--- src/rtl/adc_timing_map.vh ---
// Register offsets, field positions and timing counts of the converter timing block
`ifndef ADC_TIMING_MAP_VH
`define ADC_TIMING_MAP_VH
`define OFS_CONTROL      8'h00
`define OFS_STATUS       8'h04
`define OFS_IRQ_ENABLE   8'h08
`define OFS_IRQ_CLEAR    8'h0C
`define OFS_RESULT       8'h10
`define OFS_SYSCFG       8'h14
`define OFS_CLKGEN       8'h18
`define CTL_START        0
`define CTL_POSTCAL      1
`define CTL_EIGHT_BIT    2
`define CTL_SAMPLE_LO    12
`define CTL_BCLK_LO      14
`define CTL_RESET        16'h0002
`define ST_DONE          0
`define ST_CAL_DONE      1
`define ST_BUSY          2
`define ST_CALIBRATING   3
`define CONV10_POSTCAL   8'd52
`define CONV10_PLAIN     8'd40
`define CONV8_POSTCAL    8'd44
`define CONV8_PLAIN      8'd32
`define LOAD_SYS_CYCLES  4'd6
`define CAL_MIN_BC       16'd484
`define CAL_MAX_BC       16'd11696
`define RESULT_ZERO      10'h000
`define RESULT_FULL      10'h3FF
`endif

--- src/rtl/basic_clock_div.v ---
// Basic clock tick generator for the converter
`timescale 1ns/1ps
`default_nettype none
module basic_clock_div (
    input  wire       aclk,
    input  wire       aresetn,
    input  wire [1:0] basic_clock_select,
    output reg        bc_tick
);
    reg  [3:0] count;
    reg  [3:0] limit;

    always @* begin
        case (basic_clock_select)
            2'b00:   limit = 4'h3;
            2'b01:   limit = 4'h1;
            2'b10:   limit = 4'hF;
            default: limit = 4'h7;
        endcase
    end

    // Ratio change applies to the current period; a count already past the new limit wraps at once
    always @(posedge aclk) begin
        if (!aresetn) begin
            count   <= 4'h0;
            bc_tick <= 1'b0;
        end else if (count >= limit) begin
            count   <= 4'h0;
            bc_tick <= 1'b1;
        end else begin
            count   <= count + 4'h1;
            bc_tick <= 1'b0;
        end
    end
endmodule // basic_clock_div
`default_nettype wire

--- src/rtl/adc_conversion_timing.v ---
// Converter timing, calibration and control register block
//
// Notes on behaviour
// - Field 15:14 divides system clock by 4, 2, 16 or 8.
// - Field 13:12 gives sample phase of 8, 16, 32 or 64 basic clocks.
// - 10-bit with post-calibration: 52 basic clocks plus sample plus 6.
// - No post-calibration removes 12 basic clocks from each conversion.
// - 8-bit conversion: 44 or 32 basic clocks plus sample plus 6.
// - Input below ground gives zero, above reference gives full scale.
// - After reset calibrate for 484 to 11696 basic clocks, noise dependent.
// - Conversions accepted during calibration, which then lasts longer.
// - CPU clock is master clock or half of it, by one config bit.
// - Converter runs on system clock equal to CPU clock frequency.
// - Master clock mechanism selected by a clock-generation control register.
`timescale 1ns/1ps
`default_nettype none
`include "adc_timing_map.vh"
module adc_conversion_timing #(
    parameter [15:0] CAL_BASE = 16'd484
) (
    input  wire        aclk,
    input  wire        aresetn,
    input  wire [7:0]  s_axi_awaddr,
    input  wire        s_axi_awvalid,
    output reg         s_axi_awready,
    input  wire [31:0] s_axi_wdata,
    input  wire [3:0]  s_axi_wstrb,
    input  wire        s_axi_wvalid,
    output reg         s_axi_wready,
    output reg  [1:0]  s_axi_bresp,
    output reg         s_axi_bvalid,
    input  wire        s_axi_bready,
    input  wire [7:0]  s_axi_araddr,
    input  wire        s_axi_arvalid,
    output reg         s_axi_arready,
    output reg  [31:0] s_axi_rdata,
    output reg  [1:0]  s_axi_rresp,
    output reg         s_axi_rvalid,
    input  wire        s_axi_rready,
    input  wire [9:0]  analog_code,
    input  wire        analog_below,
    input  wire        analog_above,
    input  wire [7:0]  ref_noise,
    output reg         sample_active,
    output reg         irq,
    output reg         cpu_clock_halve,
    output reg  [7:0]  master_clock_source
);
    localparam [2:0] S_IDLE = 3'd0;
    localparam [2:0] S_SAMPLE = 3'd1;
    localparam [2:0] S_CONVERT = 3'd2;
    localparam [2:0] S_LOAD = 3'd3;

    reg  [15:0] converter_control_reg;
    reg  [1:0]  status;
    reg  [1:0]  irq_enable;
    reg  [9:0]  result;
    reg  [7:0]  master_clock_source_reg;
    reg         system_config_one;
    reg  [2:0]  state;
    reg  [7:0]  bc_count;
    reg  [3:0]  sys_count;
    reg  [15:0] cal_count;
    reg  [15:0] cal_target;
    reg         calibrating;
    reg         start_req;
    reg  [7:0]  aw_addr;
    reg         aw_held;
    reg  [31:0] w_data;
    reg  [3:0]  w_strb;
    reg         w_held;
    reg  [2:0]  below_sync;
    reg  [2:0]  above_sync;
    reg  [9:0]  code_s1;
    reg  [9:0]  code_s2;
    reg  [7:0]  noise_s1;
    reg  [7:0]  noise_s2;
    wire        bc_tick;
    reg  [7:0]  sample_len;
    reg  [7:0]  conv_len;
    reg  [9:0]  next_result;
    reg  [31:0] read_word;
    reg         read_ok;
    reg         done_evt;
    reg         cal_evt;
    wire        wr_fire;
    wire [15:0] next_control;
    wire [15:0] noise_ext;

    basic_clock_div u_div (
        .aclk               (aclk),
        .aresetn            (aresetn),
        .basic_clock_select (converter_control_reg[`CTL_BCLK_LO+1:`CTL_BCLK_LO]),
        .bc_tick            (bc_tick)
    );

    // Pins from the analog front end are asynchronous
    always @(posedge aclk) begin
        if (!aresetn) begin
            below_sync <= 3'b000;
            above_sync <= 3'b000;
            code_s1    <= 10'h000;
            code_s2    <= 10'h000;
            noise_s1   <= 8'h00;
            noise_s2   <= 8'h00;
        end else begin
            below_sync <= {below_sync[1:0], analog_below};
            above_sync <= {above_sync[1:0], analog_above};
            code_s1    <= analog_code;
            code_s2    <= code_s1;
            noise_s1   <= ref_noise;
            noise_s2   <= noise_s1;
        end
    end

    always @* begin
        case (converter_control_reg[`CTL_SAMPLE_LO+1:`CTL_SAMPLE_LO])
            2'b00:   sample_len = 8'd8;
            2'b01:   sample_len = 8'd16;
            2'b10:   sample_len = 8'd32;
            default: sample_len = 8'd64;
        endcase
        case ({converter_control_reg[`CTL_EIGHT_BIT],
               converter_control_reg[`CTL_POSTCAL]})
            2'b01:   conv_len = `CONV10_POSTCAL;
            2'b00:   conv_len = `CONV10_PLAIN;
            2'b11:   conv_len = `CONV8_POSTCAL;
            default: conv_len = `CONV8_PLAIN;
        endcase
        if (below_sync[2])
            next_result = `RESULT_ZERO;
        else if (above_sync[2])
            next_result = `RESULT_FULL;
        else
            next_result = code_s2;
    end

    assign wr_fire = aw_held && w_held && !s_axi_bvalid;
    assign next_control = {
        w_strb[1] ? w_data[15:8] : converter_control_reg[15:8],
        w_strb[0] ? w_data[7:0]  : converter_control_reg[7:0]};
    // Noise on the reference stretches the calibration, capped at the max
    assign noise_ext = {noise_s2, 6'h00} + {8'h00, noise_s2};

    // Conversion sequencer
    always @(posedge aclk) begin
        if (!aresetn) begin
            state         <= S_IDLE;
            bc_count      <= 8'h00;
            sys_count     <= 4'h0;
            result        <= 10'h000;
            done_evt      <= 1'b0;
            sample_active <= 1'b0;
        end else begin
            done_evt <= 1'b0;
            case (state)
                S_IDLE: begin
                    if (start_req) begin
                        state         <= S_SAMPLE;
                        bc_count      <= 8'h00;
                        sample_active <= 1'b1;
                    end
                end
                S_SAMPLE: begin
                    if (bc_tick) begin
                        if (bc_count == sample_len - 8'd1) begin
                            state         <= S_CONVERT;
                            bc_count      <= 8'h00;
                            sample_active <= 1'b0;
                        end else begin
                            bc_count <= bc_count + 8'd1;
                        end
                    end
                end
                S_CONVERT: begin
                    if (bc_tick) begin
                        if (bc_count == conv_len - 8'd1) begin
                            state     <= S_LOAD;
                            sys_count <= 4'h0;
                        end else begin
                            bc_count <= bc_count + 8'd1;
                        end
                    end
                end
                S_LOAD: begin
                    if (sys_count == `LOAD_SYS_CYCLES - 4'd1) begin
                        state    <= S_IDLE;
                        result   <= next_result;
                        done_evt <= 1'b1;
                    end else begin
                        sys_count <= sys_count + 4'd1;
                    end
                end
                default: state <= S_IDLE;
            endcase
        end
    end

    // Reset calibration; paused while a conversion holds the converter
    always @(posedge aclk) begin
        if (!aresetn) begin
            calibrating <= 1'b1;
            cal_count   <= 16'h0000;
            cal_target  <= `CAL_MAX_BC;
            cal_evt     <= 1'b0;
        end else begin
            cal_evt <= 1'b0;
            if (cal_count == 16'h0001)
                cal_target <= (CAL_BASE + noise_ext > `CAL_MAX_BC) ?
                              `CAL_MAX_BC : CAL_BASE + noise_ext;
            if (calibrating && bc_tick && state == S_IDLE) begin
                if (cal_count >= cal_target - 16'd1) begin
                    calibrating <= 1'b0;
                    cal_evt     <= 1'b1;
                end else begin
                    cal_count <= cal_count + 16'd1;
                end
            end
        end
    end

    // Register write side
    always @(posedge aclk) begin
        if (!aresetn) begin
            s_axi_awready           <= 1'b1;
            s_axi_wready            <= 1'b1;
            s_axi_bvalid            <= 1'b0;
            s_axi_bresp             <= 2'b00;
            aw_held                 <= 1'b0;
            w_held                  <= 1'b0;
            aw_addr                 <= 8'h00;
            w_data                  <= 32'h0000_0000;
            w_strb                  <= 4'h0;
            converter_control_reg   <= `CTL_RESET;
            irq_enable              <= 2'b00;
            system_config_one       <= 1'b0;
            master_clock_source_reg <= 8'h00;
            start_req               <= 1'b0;
            status                  <= 2'b00;
        end else begin
            if (s_axi_awvalid && s_axi_awready) begin
                aw_addr       <= s_axi_awaddr;
                aw_held       <= 1'b1;
                s_axi_awready <= 1'b0;
            end
            if (s_axi_wvalid && s_axi_wready) begin
                w_data       <= s_axi_wdata;
                w_strb       <= s_axi_wstrb;
                w_held       <= 1'b1;
                s_axi_wready <= 1'b0;
            end
            if (state == S_IDLE && start_req)
                start_req <= 1'b0;
            if (wr_fire) begin
                aw_held      <= 1'b0;
                w_held       <= 1'b0;
                s_axi_bvalid <= 1'b1;
                s_axi_bresp  <= 2'b00;
                case (aw_addr)
                    `OFS_CONTROL: begin
                        converter_control_reg <= next_control;
                        if (w_strb[0] && w_data[`CTL_START])
                            start_req <= 1'b1;
                    end
                    `OFS_IRQ_ENABLE:
                        if (w_strb[0]) irq_enable <= w_data[1:0];
                    `OFS_SYSCFG:
                        if (w_strb[0]) system_config_one <= w_data[0];
                    `OFS_CLKGEN:
                        if (w_strb[0])
                            master_clock_source_reg <= w_data[7:0];
                    `OFS_IRQ_CLEAR: ;
                    `OFS_STATUS: ;
                    `OFS_RESULT: ;
                    default: s_axi_bresp <= 2'b10;
                endcase
            end
            if (s_axi_bvalid && s_axi_bready) begin
                s_axi_bvalid  <= 1'b0;
                s_axi_awready <= 1'b1;
                s_axi_wready  <= 1'b1;
            end
            // A new event outranks a clear in the same cycle
            status[`ST_DONE] <= done_evt | (status[`ST_DONE] &
                ~(wr_fire && aw_addr == `OFS_IRQ_CLEAR && w_strb[0] &&
                  w_data[`ST_DONE]));
            status[`ST_CAL_DONE] <= cal_evt | (status[`ST_CAL_DONE] &
                ~(wr_fire && aw_addr == `OFS_IRQ_CLEAR && w_strb[0] &&
                  w_data[`ST_CAL_DONE]));
        end
    end

    always @* begin
        read_ok = 1'b1;
        case (s_axi_araddr)
            `OFS_CONTROL:    read_word = {16'h0000, converter_control_reg};
            `OFS_STATUS:     read_word = {28'h0000000, calibrating,
                                          state != S_IDLE, status};
            `OFS_IRQ_ENABLE: read_word = {30'h00000000, irq_enable};
            `OFS_RESULT:     read_word = {22'h000000, result};
            `OFS_SYSCFG:     read_word = {31'h00000000, system_config_one};
            `OFS_CLKGEN:     read_word = {24'h000000, master_clock_source_reg};
            `OFS_IRQ_CLEAR:  read_word = 32'h0000_0000;
            default: begin
                read_word = 32'h0000_0000;
                read_ok   = 1'b0;
            end
        endcase
    end

    // Read side and flopped outputs
    always @(posedge aclk) begin
        if (!aresetn) begin
            s_axi_arready       <= 1'b1;
            s_axi_rvalid        <= 1'b0;
            s_axi_rdata         <= 32'h0000_0000;
            s_axi_rresp         <= 2'b00;
            irq                 <= 1'b0;
            cpu_clock_halve     <= 1'b0;
            master_clock_source <= 8'h00;
        end else begin
            if (s_axi_arvalid && s_axi_arready) begin
                s_axi_rdata   <= read_word;
                s_axi_rresp   <= read_ok ? 2'b00 : 2'b10;
                s_axi_rvalid  <= 1'b1;
                s_axi_arready <= 1'b0;
            end else if (s_axi_rvalid && s_axi_rready) begin
                s_axi_rvalid  <= 1'b0;
                s_axi_arready <= 1'b1;
            end
            irq                 <= |(status & irq_enable);
            cpu_clock_halve     <= system_config_one;
            master_clock_source <= master_clock_source_reg;
        end
    end
endmodule // adc_conversion_timing
`default_nettype wire

--- config.mk ---
export PLATFORM = sky130hd
export DESIGN_NAME = adc_conversion_timing
export DESIGN_NICKNAME = d
export VERILOG_FILES = /design/src/rtl/basic_clock_div.v /design/src/rtl/adc_conversion_timing.v
export VERILOG_INCLUDE_DIRS = /design/src /design/src/rtl
export SDC_FILE = /design/constraint.sdc
export NUM_CORES = 1
export LEC_CHECK = 0
export BUFFER_PORTS_ARGS = -buffer_cell sky130_fd_sc_hd__buf_2
export CAP_MARGIN = 20
export CORE_UTILIZATION = 40
export DETAILED_ROUTE_END_ITERATION = 12
export PLACE_DENSITY = 0.69
export REMOVE_ABC_BUFFERS = 1
export SLEW_MARGIN = 20
export SYNTH_ARGS = -nofsm -noshare
export SYNTH_HDL_FRONTEND = slang
export SYNTH_SLANG_ARGS = --single-unit
--- constraint.sdc ---
create_clock -name aclk -period 3.71 [get_ports aclk]
set_input_delay 0.9275 -clock aclk [delete_from_list [all_inputs] [get_ports aclk]]
set_output_delay 0.9275 -clock aclk [all_outputs]
set_load 0.1 [all_outputs]
Word-level counts from Yosys, hierarchy flattened
Cells that the tools add are included.
{ "classes": {"reduce_logical": 47, "magnitude_cmp": 3, "bitwise_logic": 9, "n_addsub": 9, "muxes": 42, "eq_ne": 33} }
{ "op_table": {"columns": ["operator", "n"], "rows": [
  ["$pmux 16 s6", 1],
  ["$eq 8x5->1 const B", 6],
  ["$mux 8", 5],
  ["$eq 8x4->1 const B", 4],
  ["$pmux 8 s3", 1],
  ["$pmux 7 s3", 1],
  ["$mux 10", 2],
  ["$mux 3", 6],
  ["$add 16x1->16 const B", 1],
  ["$add 9x15->16 const A", 1],
  ["$eq 16x1->1 const B", 1],
  ["$eq 8x3->1 const B", 2],
  ["$eq 8x8->1", 2],
  ["$ge 16x16->1", 1],
  ["$gt 16x14->1 const B", 1],
  ["$logic_not 8->1", 2],
  ["$mux 16", 1],
  ["$sub 16x1->16 const B", 1],
  ["$sub 8x1->8 const B", 2],
  ["$add 14x8->15", 1],
  ["$logic_and 1x1->1", 15],
  ["$mux 1", 15],
  ["$pmux 5 s3", 1],
  ["$reduce_and 3->1", 5],
  ["other kinds (31)", 65]
]} }
{ "totals": {"regBits": 217, "in_bits": 79, "wordCells": 184, "output_inout_bits": 52} }

Longest topological paths before layout
Gate-level depths: netlist of the first run.
{ "depth": {"ltp_word": 8, "depth_mapped": 15, "mapped_depth_nobuf": 14} }

Cells and area by module
A second synthesis of the first run with hierarchy kept.
{ "unflattened": {"hier_cells": 1014, "hier_area_um2": 9004.9} }
{ "by_module_without_submodules": {"columns": ["module", "n_inst", "seq_area_each_um2", "cells_each", "area_each_um2"], "rows": [
  ["adc_conversion_timing", 1, 3843.7, 988, 8752.1],
  ["basic_clock_div", 1, 100.1, 26, 252.7]
]} }

Least setup slack after synthesis of the first run
Ideal clock, no wire load.
{ "synth_path": {"path_kind": "reg2reg", "from": "reg cal_target[0]", "to": "reg cal_count[10]", "required_time_ps": 3639, "t_arrival_ps": 3097, "path_stages_with_launch": 13, "path_buffers": 1, "setup_time_ps": 71, "synth_period_minus_slack_ps": 3168, "slack_ps": 542, "cell_sequence": "dfxtp_1 -> nor3_1 -> nor3b_1 -> and3_1 -> xnor2_1 -> ha_1 -> a21oi_1 -> nand2_1 -> a2111oi_0 -> a31oi_1 -> clkbuf_1 -> or3_1 -> a21oi_1"} }
{ "synth_between": {"elab_chain_cells": 4} }
{ "synth_lines": {"columns": ["item", "line", "text"], "rows": [
  ["start: declaration", "adc_conversion_timing.v:64", "reg [15:0] cal_target;"],
  ["start signal: assignment", "adc_conversion_timing.v:204", "cal_target <= `CAL_MAX_BC;"],
  ["start signal: assignment", "adc_conversion_timing.v:209", "cal_target <= (CAL_BASE + noise_ext > `CAL_MAX_BC) ?"],
  ["$sub 16x1->16", "adc_conversion_timing.v:212", "if (cal_count >= cal_target - 16'd1) begin"],
  ["$ge 16x16->1", "adc_conversion_timing.v:212", null],
  ["$not 1->1 (no line)", null, null],
  ["$reduce_and 2->1 (no line)", null, null],
  ["end signal: assignment", "adc_conversion_timing.v:216", "cal_count <= cal_count + 16'd1;"],
  ["end: declaration", "adc_conversion_timing.v:63", "reg [15:0] cal_count;"]
]} }
Every way passes these cells.
A chain may end at the register's enable or synchronous reset.

Worst setup path in the final report of the first run
{ "layout_path": {"from": "reg cal_target[0]", "to": "reg cal_count[13]"} }
The elaborated chain is that of the path after synthesis.

==> flow_metrics.tcl, run 1 <==
set metrics [dict create \
    outcome "complete, no violations" \
    cts_hold_buf 0 \
    summed_negative_setup_slack_over_all_endpoints_ns 0 \
    placed_cells_incl_taps 1343 \
    worst_skew_pair.late_latency_ns 0.43 \
    synth_async_sr_flop_share_pct 0 \
    h_tree_depth 4 \
    unrepaired_setup_endpoints_after_global_routing "false" \
    nFillCells 2095 \
    startpoint_type "flip-flop" \
    drt-wirelength-per-cell_um 13.84 \
    clock_tree_from_tritoncts "built" \
    post_cts_resized 0 \
    timing_worst_slew_pin_value_ns 0.8510 \
    design.core.area_um2 21350 \
    maxCapViolations 0 \
    portBuffers 94 \
    finalClockSkew_ns 0.009851 \
    maximum_number_of_pins_on_one_net_before_global_route_repair 88 \
    worst-setup-path-type "reg2reg" \
    critical_path.reg2reg.startpoint "cal_target[0]" \
    worst-path-max-fanout 14 \
    maxSlewHeadroom_pct 43.26 \
    power.density_nw_per_um2 479.3 \
    number_of_clock_buffers_inserted_by_tritoncts 17 \
    timing.critical_path.from "cal_target[0]" \
    min_path_type "reg2reg" \
    critical_path_required_ns 4.06 \
    cts_setup_buffers 0 \
    synth.yosys.warnings 0 \
    synth_sequential_area_ratio_pct 44.66 \
    critPathSlowestCell "or4_1" \
    worst_vdd_ir_mv 0.2444 \
    whs_path_depth 1 \
    worst-r2r-cell-count 14 \
    ant_diodes 0 \
    clock_tree.buffer_depth 2 \
    crit_path_cell_trace "nor3_1 -> nor3b_1 -> buf_4 -> and3_1 -> xnor2_1 -> ha_1 -> a21oi_1 -> nand2_1 -> a2111oi_0 -> buf_4 -> a31oi_1 -> buf_4 -> or4_1 -> a21oi_1" \
    max_stage_delay_ns 0.50 \
    finalHoldViolCount 0 \
    timing.rr.end "cal_count[13]" \
    post_route_cells_drive_above_1_share_pct 13.73 \
    cp_top_family "simple AND/OR/NAND/NOR gates" \
    grt.total_usage_pct 17.52 \
    synth_edf_count 0 \
    post-route-drc-count 0 \
    grt_first_pass_wirelength_mm 31.40 \
    worst_setup_hold_path_clk_slew_ns 0.07 \
    residual_overflow_from_global_routing 0 \
    cp_common_cell "buf_4" \
    multi_input_comb_area_um2 4476 \
    drt_first_iter_violations 362 \
    die_area_um2 22670 \
    avgSynthCellArea_um2 8.725 \
    final-seq-area_um2 3944 \
    depth_of_the_critical_timing_path_with_buffers_and_inverters_included 14 \
    r2r_slack_ns 0.27 \
    yosys.cell_types.count 69 \
    dp.final_hpwl_mm 13.61 \
    fp.dieW_um 150.6 \
    maxClockFrequency_ghz 0.2909 \
    grt_antenna_before_repair 0 \
    syn_area_um2 8830 \
    clock-root-buffer "clkbuf_16" \
    fp.dieH_um 150.6 \
    drt_wl_total_mm 19.03 \
    crit_path_end_kind "flip-flop" \
    vias 7083 \
    flow.area_growth_from_synthesis_pct 13.89 \
    cp_num_buf_inv 3 \
    final_period_minus_worst_setup_slack_ns 3.437 \
    post_synth_inst_count 1012 \
    final-max-slew-violation-count 0 \
    pre_antenna_drt_iters 5 \
    critical_path.endpoint "cal_count[13]" \
    design.portCount 131 \
    ys_ff_latch 197 \
    worst_ep_arrival_time_ns 3.79 \
    routabilityCongestion 0.8178 \
    p_leak_nw 3.956 \
    synth-main-ff-cell "dfxtp_1" \
    placement_rows 53 \
    grt_pass1_vias 6474 \
    final_cells 1375 \
    numClockSinks 197 \
    initial_utilization_pct 41.35 \
    drt-vias-per-instance 5.151 \
    setup-violations-final 0 \
    antenna_left 0 \
    final_cycle_share_pct 92.65 \
    layout.nets 1208 \
]
logic make-up (layout without fill, tap and decap cells):
group / Yosys count / count (layout) / synth area share, %
and+or+nand+nor: 411 / 411 / 23.40
AOI/OAI and AO/OA: 202 / 202 / 14.60
DFF: 197 / 197 / 44.66
buffers and inverters: 105 / 176 / 5.441
adders and majority gates: 42 / 42 / 5.951
muxes: 28 / 28 / 3.330
xor gates and xnor gates: 26 / 26 / 2.579
other: 1 / 18 / 0.04247
cells in the mapped netlist, drive strengths merged (7+ instances only):
library cell / n / area share, %
inv: 38 / 1.6
clkbuf: 40 / 1.7
xnor2: 18 / 1.8
a22o: 7 / 0.69
nand3: 40 / 2.3
o31ai: 7 / 0.60
a21oi: 85 / 5.0
o21ai: 43 / 2.6
nor2: 77 / 3.3
xor2: 8 / 0.79
nor3: 17 / 1.0
and2: 60 / 4.3
dfxtp: 197 / 45
and3: 11 / 0.78
nand4: 8 / 0.57
nor4: 13 / 0.92
nand2b: 12 / 0.85
mux2i: 26 / 2.9
nand2: 123 / 5.2
buf: 27 / 2.1
or3: 12 / 0.85
ha: 42 / 6.0
worst min-delay path by stage:
stage / start / endpoint / slack [ns]
2_1_floorplan: above_sync[0] / above_sync[1] / 0.41
3_3_place_gp: noise_s1[5] / noise_s2[5] / 0.41
3_5_place_dp: noise_s1[3] / noise_s2[3] / 0.42
4_1_cts: code_s1[8] / code_s2[8] / 0.44
5_1_grt: code_s1[8] / code_s2[8] / 0.45
6_report: code_s1[8] / code_s2[8] / 0.44
final cells by class:
| cell class | count | share of cell area (%) |
|---|---|---|
| multi-input combinational | 727 | 44.51 |
| timing repair buffer | 106 | 5.574 |
| clock buffer | 18 | 4.268 |
| inverter | 38 | 1.418 |
| tap | 275 | 3.422 |
| sequential | 197 | 39.22 |
| clock inverter | 14 | 1.593 |
placed cells by master, fill, tap and decap left out, types with 7 or more instances in the layout:
master | synthesis | layout
conb_1 | 1 | 18
nand2_1 | 123 | 123
a21oi_1 | 83 | 83
a22o_1 | 7 | 7
nand2b_1 | 12 | 12
nand3_1 | 40 | 40
ha_1 | 42 | 42
buf_2 | 3 | 94
inv_1 | 38 | 37
nand4_1 | 8 | 8
o21ai_0 | 41 | 41
or3_1 | 12 | 12
dfxtp_1 | 197 | 197
nor3_1 | 16 | 16
buf_4 | 18 | 12
and3_1 | 11 | 11
clkbuf_16 | 0 | 17
nor2_1 | 76 | 76
mux2i_1 | 26 | 26
xnor2_1 | 18 | 18
nor4_1 | 13 | 12
and2_1 | 60 | 60
xor2_1 | 8 | 8
o31ai_1 | 7 | 7
where the power goes:
| part | total, W | switching, W | internal, W |
|---|---|---|---|
| Combinational | 0.000689 | 0.000447 | 0.000242 |
| Clock | 0.00182 | 0.000863 | 0.000959 |
| Sequential | 0.00231 | 0.0000956 | 0.00221 |
| Total | 0.00482 | 0.00141 | 0.00341 |
per-stage QoR:
step	util [%]	worst slack (ns)	instance area, um^2	power, W	hold slack [ns]
global placement	44.33	0.3677	9467	0.003029	0.4138
global route	47.09	0.01703	10060	0.005061	0.4495
floorplan	-	0.3694	8556	0.002851	0.4118
detailed placement	44.33	0.2633	9467	0.003049	0.4195
CTS	47.09	0.2407	10060	0.004868	0.4370
finish	47.09	0.2726	10060	0.004820	0.4350
per-layer routing:
| layer | GRT usage, % | wire, um |
|---|---|---|
| met1 | 23.11 | 9079 |
| met2 | 28.48 | 8753 |
| met3 | 3.909 | 936 |
| met4 | 5.250 | 261 |
| met5 | 0 | 0 |
Power figures use the tool's default switching activity.
==> inputs of run 2 (changes only) <==
--- a/config.mk
+++ b/config.mk
@@ -10,7 +10,7 @@
 export CAP_MARGIN = 20
 export CORE_UTILIZATION = 40
 export DETAILED_ROUTE_END_ITERATION = 12
-export PLACE_DENSITY = 0.69
+export PLACE_DENSITY = 0.58
 export REMOVE_ABC_BUFFERS = 1
 export SLEW_MARGIN = 20
 export SYNTH_ARGS = -nofsm -noshare
==> flow_metrics.tcl, run 2 (synthesis gave the netlist of run 1 again) <==
set metrics [dict create \
    outcome "complete, no violations" \
    power_frac_seq_pct 47.9 \
    clock_tree_from_tritoncts "built" \
    finalClockSkew_ns 0.01602 \
    drt-vias-per-instance 5.067 \
    die_area_um2 22670 \
    dp.final_hpwl_mm 13.51 \
    flow.area_growth_from_synthesis_pct 14.18 \
    placement_rows 53 \
    numClockSinks 197 \
    routabilityCongestion 0.7806 \
    h_tree_depth 4 \
    post_route_cells_drive_above_1_share_pct 14.07 \
    worst_skew_pair.late_latency_ns 0.44 \
    grt.total_usage_pct 17.64 \
    vias 6977 \
    drt-wirelength-per-cell_um 13.93 \
    fp.dieH_um 150.6 \
    ant_diodes 0 \
    startpoint_type "flip-flop" \
    final_cycle_share_pct 89.83 \
    final_common_cell "dfxtp_1" \
    min_path_type "reg2reg" \
    final_core_utilization_pct 47.22 \
    critical_path_required_ns 4.07 \
    initial_utilization_pct 41.35 \
    final_period_minus_worst_setup_slack_ns 3.333 \
    grt_pass1_vias 6299 \
    number_of_clock_buffers_inserted_by_tritoncts 17 \
    pre_antenna_drt_iters 5 \
    crit_path_end_kind "flip-flop" \
    maximum_number_of_pins_on_one_net_before_global_route_repair 88 \
    grt_antenna_before_repair 0 \
    clock_power_share_pct 37.7 \
    maxClockFrequency_ghz 0.3001 \
    antenna_left 0 \
    clock_tree.buffer_depth 2 \
    cts_setup_buffers 0 \
    clock-root-buffer "clkbuf_16" \
    place_area_um2 9482 \
    drt_first_iter_violations 442 \
    drt_wl_total_mm 19.18 \
    power.density_nw_per_um2 478.1 \
    net_sw_share_pct 29.77 \
    holdWs_ns 0.4349 \
    power_switching_w 0.001435 \
    design.core.area_um2 21350 \
    maxCapViolations 0 \
    fin_area_um2 10080 \
    post-route-drc-count 0 \
    worst_setup_hold_path_clk_slew_ns 0.07 \
    p_leak_nw 3.971 \
    timing_worst_slew_pin_value_ns 0.8867 \
    worst-setup-path-type "reg2reg" \
    nFillCells 2157 \
    design.portCount 131 \
    worst_vdd_ir_mv 0.2776 \
    p_int_w 0.003385 \
    final-max-slew-violation-count 0 \
    grt_first_pass_wirelength_mm 31.56 \
    power_frac_comb_pct 14.4 \
    worst-path-max-fanout 14 \
    finalHoldViolCount 0 \
    portBuffers 94 \
    fp.dieW_um 150.6 \
    worst_ep_arrival_time_ns 3.69 \
    maxSlewHeadroom_pct 40.89 \
    layout.nets 1210 \
    residual_overflow_from_global_routing 0 \
    setup-violations-final 0 \
    final_cell_mix "dfxtp_1, nand2_1, buf_2" \
]
[run 2: cell types whose count changed in the layout (fill, tap and decap cells not counted), sizes merged]
cell / before / now
bufinv: 1 / 0
inv: 44 / 46
clkinvlp: 3 / 2
buf: 106 / 108
[run 2: final cells by class]
type	instances	area, um^2	area share (%)
timing repair buffer	108	575.6	5.709
clock inverter	14	155.1	1.539
clock buffer	18	439.2	4.356
multi-input combinational	727	4482	44.45
tap	275	344.1	3.413
inverter	38	142.6	1.415
sequential	197	3944	39.12
[run 2: through the flow]
step	setup slack, ns	setup TNS [ns]	instances	power [W]
after floorplan	0.3694	0	962	0.002851
after global placement	0.4019	0	1345	0.003047
after detailed placement	0.3346	0	1345	0.003056
after CTS	0.3102	0	1377	0.004874
after global routing	-0.02358	-0.02358	1377	0.005066
final	0.3773	0	1377	0.004820
[run 2: path summary, 6_finish.rpt]
check | from | endpoint | slack, ns | cells after the start
setup / recovery | cal_target[0] | cal_count[13] | 0.38 | 14
hold / removal | noise_s1[4] | noise_s2[4] | 0.43 | 1
setup reg to reg | cal_target[0] | cal_count[13] | 0.38 | 14
hold reg to reg | noise_s1[4] | noise_s2[4] | 0.43 | 1
[run 2: power by group through the flow]
stage | clock network (W) | logic, W | registers [W]
final | 0.00182 | 0.000695 | 0.00231
after global routing | 0.00196 | 0.000777 | 0.00232
after floorplan | 0 | 0.000482 | 0.00237
after global placement | 0 | 0.000692 | 0.00235
after detailed placement | 0 | 0.000699 | 0.00236
after CTS | 0.00186 | 0.000703 | 0.00231
[run 2: per-layer routing]
metal / vias to the layer above / GRT usage (%) / wire length [um]
met5: - / 0 / 0
met1: 3202 / 24.75 / 9850
li1: 3644 / - / -
met4: 0 / 5.300 / 217
met2: 116 / 27.53 / 8546
met3: 15 / 3.000 / 569
[run 2: worst max-delay path, stage by stage (launching register included)]
cell and delay (ns):
dfxtp_1 0.33, nor3_1 0.22, nor3b_1 0.21, buf_4 0.15, and3_1 0.20, xnor2_1 0.14, ha_1 0.29, a21oi_1 0.20
nand2_1 0.10, a2111oi_2 0.34, buf_4 0.17, a31oi_1 0.07, buf_4 0.18, or4_1 0.50, a21oi_1 0.14
[run 2: timing repair]
item / 4_1_cts / 5_1_grt
setup endpoints to repair: 0 / 3
resized for setup: 0 / 2
hold buffers: 0 / 0
==> inputs of run 3 (changes only) <==
--- a/config.mk
+++ b/config.mk
@@ -8,9 +8,9 @@
 export LEC_CHECK = 0
 export BUFFER_PORTS_ARGS = -buffer_cell sky130_fd_sc_hd__buf_2
 export CAP_MARGIN = 20
-export CORE_UTILIZATION = 40
+export CORE_UTILIZATION = 57
 export DETAILED_ROUTE_END_ITERATION = 12
-export PLACE_DENSITY = 0.58
+export PLACE_DENSITY = 0.79
 export REMOVE_ABC_BUFFERS = 1
 export SLEW_MARGIN = 20
 export SYNTH_ARGS = -nofsm -noshare
==> flow_metrics.tcl, run 3 (synthesis gave the netlist of run 1 again) <==
set metrics [dict create \
    post-route-drc-count 0 \
    min_path_type "reg2reg" \
    crit_path_end_kind "flip-flop" \
    grt.total_usage_pct 24.42 \
    antenna_left 0 \
    detailedPlace.worstSlack_ns 0.2901 \
    maximum_number_of_pins_on_one_net_before_global_route_repair 88 \
    final_cell_mix "dfxtp_1, nand2_1, buf_2" \
    startpoint_type "flip-flop" \
    numClockSinks 197 \
    worst_skew_pair.late_latency_ns 0.44 \
    p_leak_nw 3.972 \
    dp.final_hpwl_mm 12.87 \
    worst-setup-path-type "reg2reg" \
    cp_common_cell "buf_4" \
    final-max-slew-violation-count 0 \
    fin_ws_ns 0.3033 \
    r2r_slack_ns 0.30 \
    timing_worst_slew_pin_value_ns 0.8950 \
    worst-r2r-cell-count 14 \
    timing.critical_path.from "cal_target[0]" \
    final_common_cell "dfxtp_1" \
    worst_vdd_ir_mv 0.3649 \
    drt-wirelength-per-cell_um 14.40 \
    cp_num_buf_inv 3 \
    initial_utilization_pct 58.30 \
    critPathSlowestCell "or4_1" \
    finalHoldViolCount 0 \
    worst-path-max-fanout 14 \
    cp_top_family "simple AND/OR/NAND/NOR gates" \
    worst_ep_arrival_time_ns 3.78 \
    setup-violations-final 0 \
    maxSlewHeadroom_pct 40.20 \
    pre_antenna_drt_iters 5 \
    final_core_utilization_pct 65.91 \
    final_cells 1287 \
    placed_cells_incl_taps 1255 \
    cts_setup_buffers 0 \
    clock-root-buffer "clkbuf_16" \
    worst_setup_hold_path_clk_slew_ns 0.07 \
    final_period_minus_worst_setup_slack_ns 3.407 \
    clock_tree_from_tritoncts "built" \
    layout.nets 1207 \
    h_tree_depth 4 \
    power.density_nw_per_um2 491.5 \
    final_cycle_share_pct 91.83 \
    design.core.area_um2 15150 \
    finalClockSkew_ns 0.007971 \
    grt_first_pass_wirelength_mm 31.39 \
    maxClockFrequency_ghz 0.2935 \
    grt_antenna_before_repair 0 \
    design.portCount 131 \
    cts_hold_buf 0 \
    die_area_um2 15990 \
    critical_path.reg2reg.startpoint "cal_target[0]" \
    fp.dieH_um 126.5 \
    depth_of_the_critical_timing_path_with_buffers_and_inverters_included 14 \
    drt_wl_total_mm 18.53 \
    drt-vias-per-instance 5.577 \
    ant_diodes 0 \
    grt_pass1_vias 6594 \
    crit_path_cell_trace "nor3_2 -> nor3b_1 -> buf_4 -> and3_1 -> xnor2_1 -> ha_1 -> a21oi_1 -> nand2_1 -> a2111oi_0 -> buf_4 -> a31oi_1 -> buf_4 -> or4_1 -> a21oi_1" \
    timing.rr.end "cal_count[15]" \
    number_of_clock_buffers_inserted_by_tritoncts 17 \
    critical_path.endpoint "cal_count[15]" \
    routabilityCongestion 0.9012 \
    maxCapViolations 0 \
    drt_first_iter_violations 496 \
    critical_path_required_ns 4.08 \
    flow.area_growth_from_synthesis_pct 13.05 \
    post_route_cells_drive_above_1_share_pct 13.83 \
    vias 7177 \
    clock_tree.buffer_depth 2 \
    outcome "complete, no violations" \
    placement_rows 45 \
    max_stage_delay_ns 0.51 \
    portBuffers 94 \
    residual_overflow_from_global_routing 0 \
    fp.dieW_um 126.5 \
]
run 3: cell count changes in the layout (fill, tap and decap cells not counted):
cell	before	now
a2111oi_0	1	2
a2111oi_2	2	1
buf_4	14	11
bufinv_16	0	2
inv_12	1	0
inv_8	2	1
nor3_1	16	15
nor3_2	1	2
run 3: per-layer routing:
metal  global-route usage, %  routed length, um  vias up
met5                       0                  0        -
met4                   7.371                315        0
li1                        -                  -     3630
met2                   40.85               8704      186
met1                   32.09               8736     3333
met3                   4.555                774       28
run 3: timing repair:
item                                   CTS  global route
setup endpoints to repair                0             4
endpoints found under the hold margin    0             0
resized for setup                        0             1
run 3: power breakdown:
part | switching [W] | internal, W
registers | 0.0000960 | 0.00221
logic | 0.000448 | 0.000242
clock network | 0.000862 | 0.00104
run 3: cell type report:
cell class                 instances  area (um^2)
fill                            1257         5164
multi-input combinational        727         4481
sequential                       197         3944
timing repair buffer             105        553.0
clock buffer                      18        439.2
tap                              188        235.2
clock inverter                    14        187.7
inverter                          38        142.6
run 3: metrics by stage:
stage               hold WS, ns  total power (W)  instance area (um^2)    TNS, ns
finish                   0.4325         0.004906                  9982          0
global route             0.4477         0.005126                  9982  -0.009679
CTS                      0.4340         0.004932                  9977          0
detailed placement       0.4169         0.003042                  9350          0
global placement         0.4127         0.003020                  9350          0
floorplan                0.4118         0.002851                  8556          0
run 3: worst min-delay path by stage:
stage                        from             to  slack, ns  cells after the start
finish                 code_s1[0]     code_s2[0]       0.43                      1
global route           code_s1[0]     code_s2[0]       0.45                      1
floorplan           above_sync[0]  above_sync[1]       0.41                      1
CTS                   noise_s1[4]    noise_s2[4]       0.43                      1
detailed placement    noise_s1[4]    noise_s2[4]       0.42                      1
global placement      noise_s1[1]    noise_s2[1]       0.41                      1
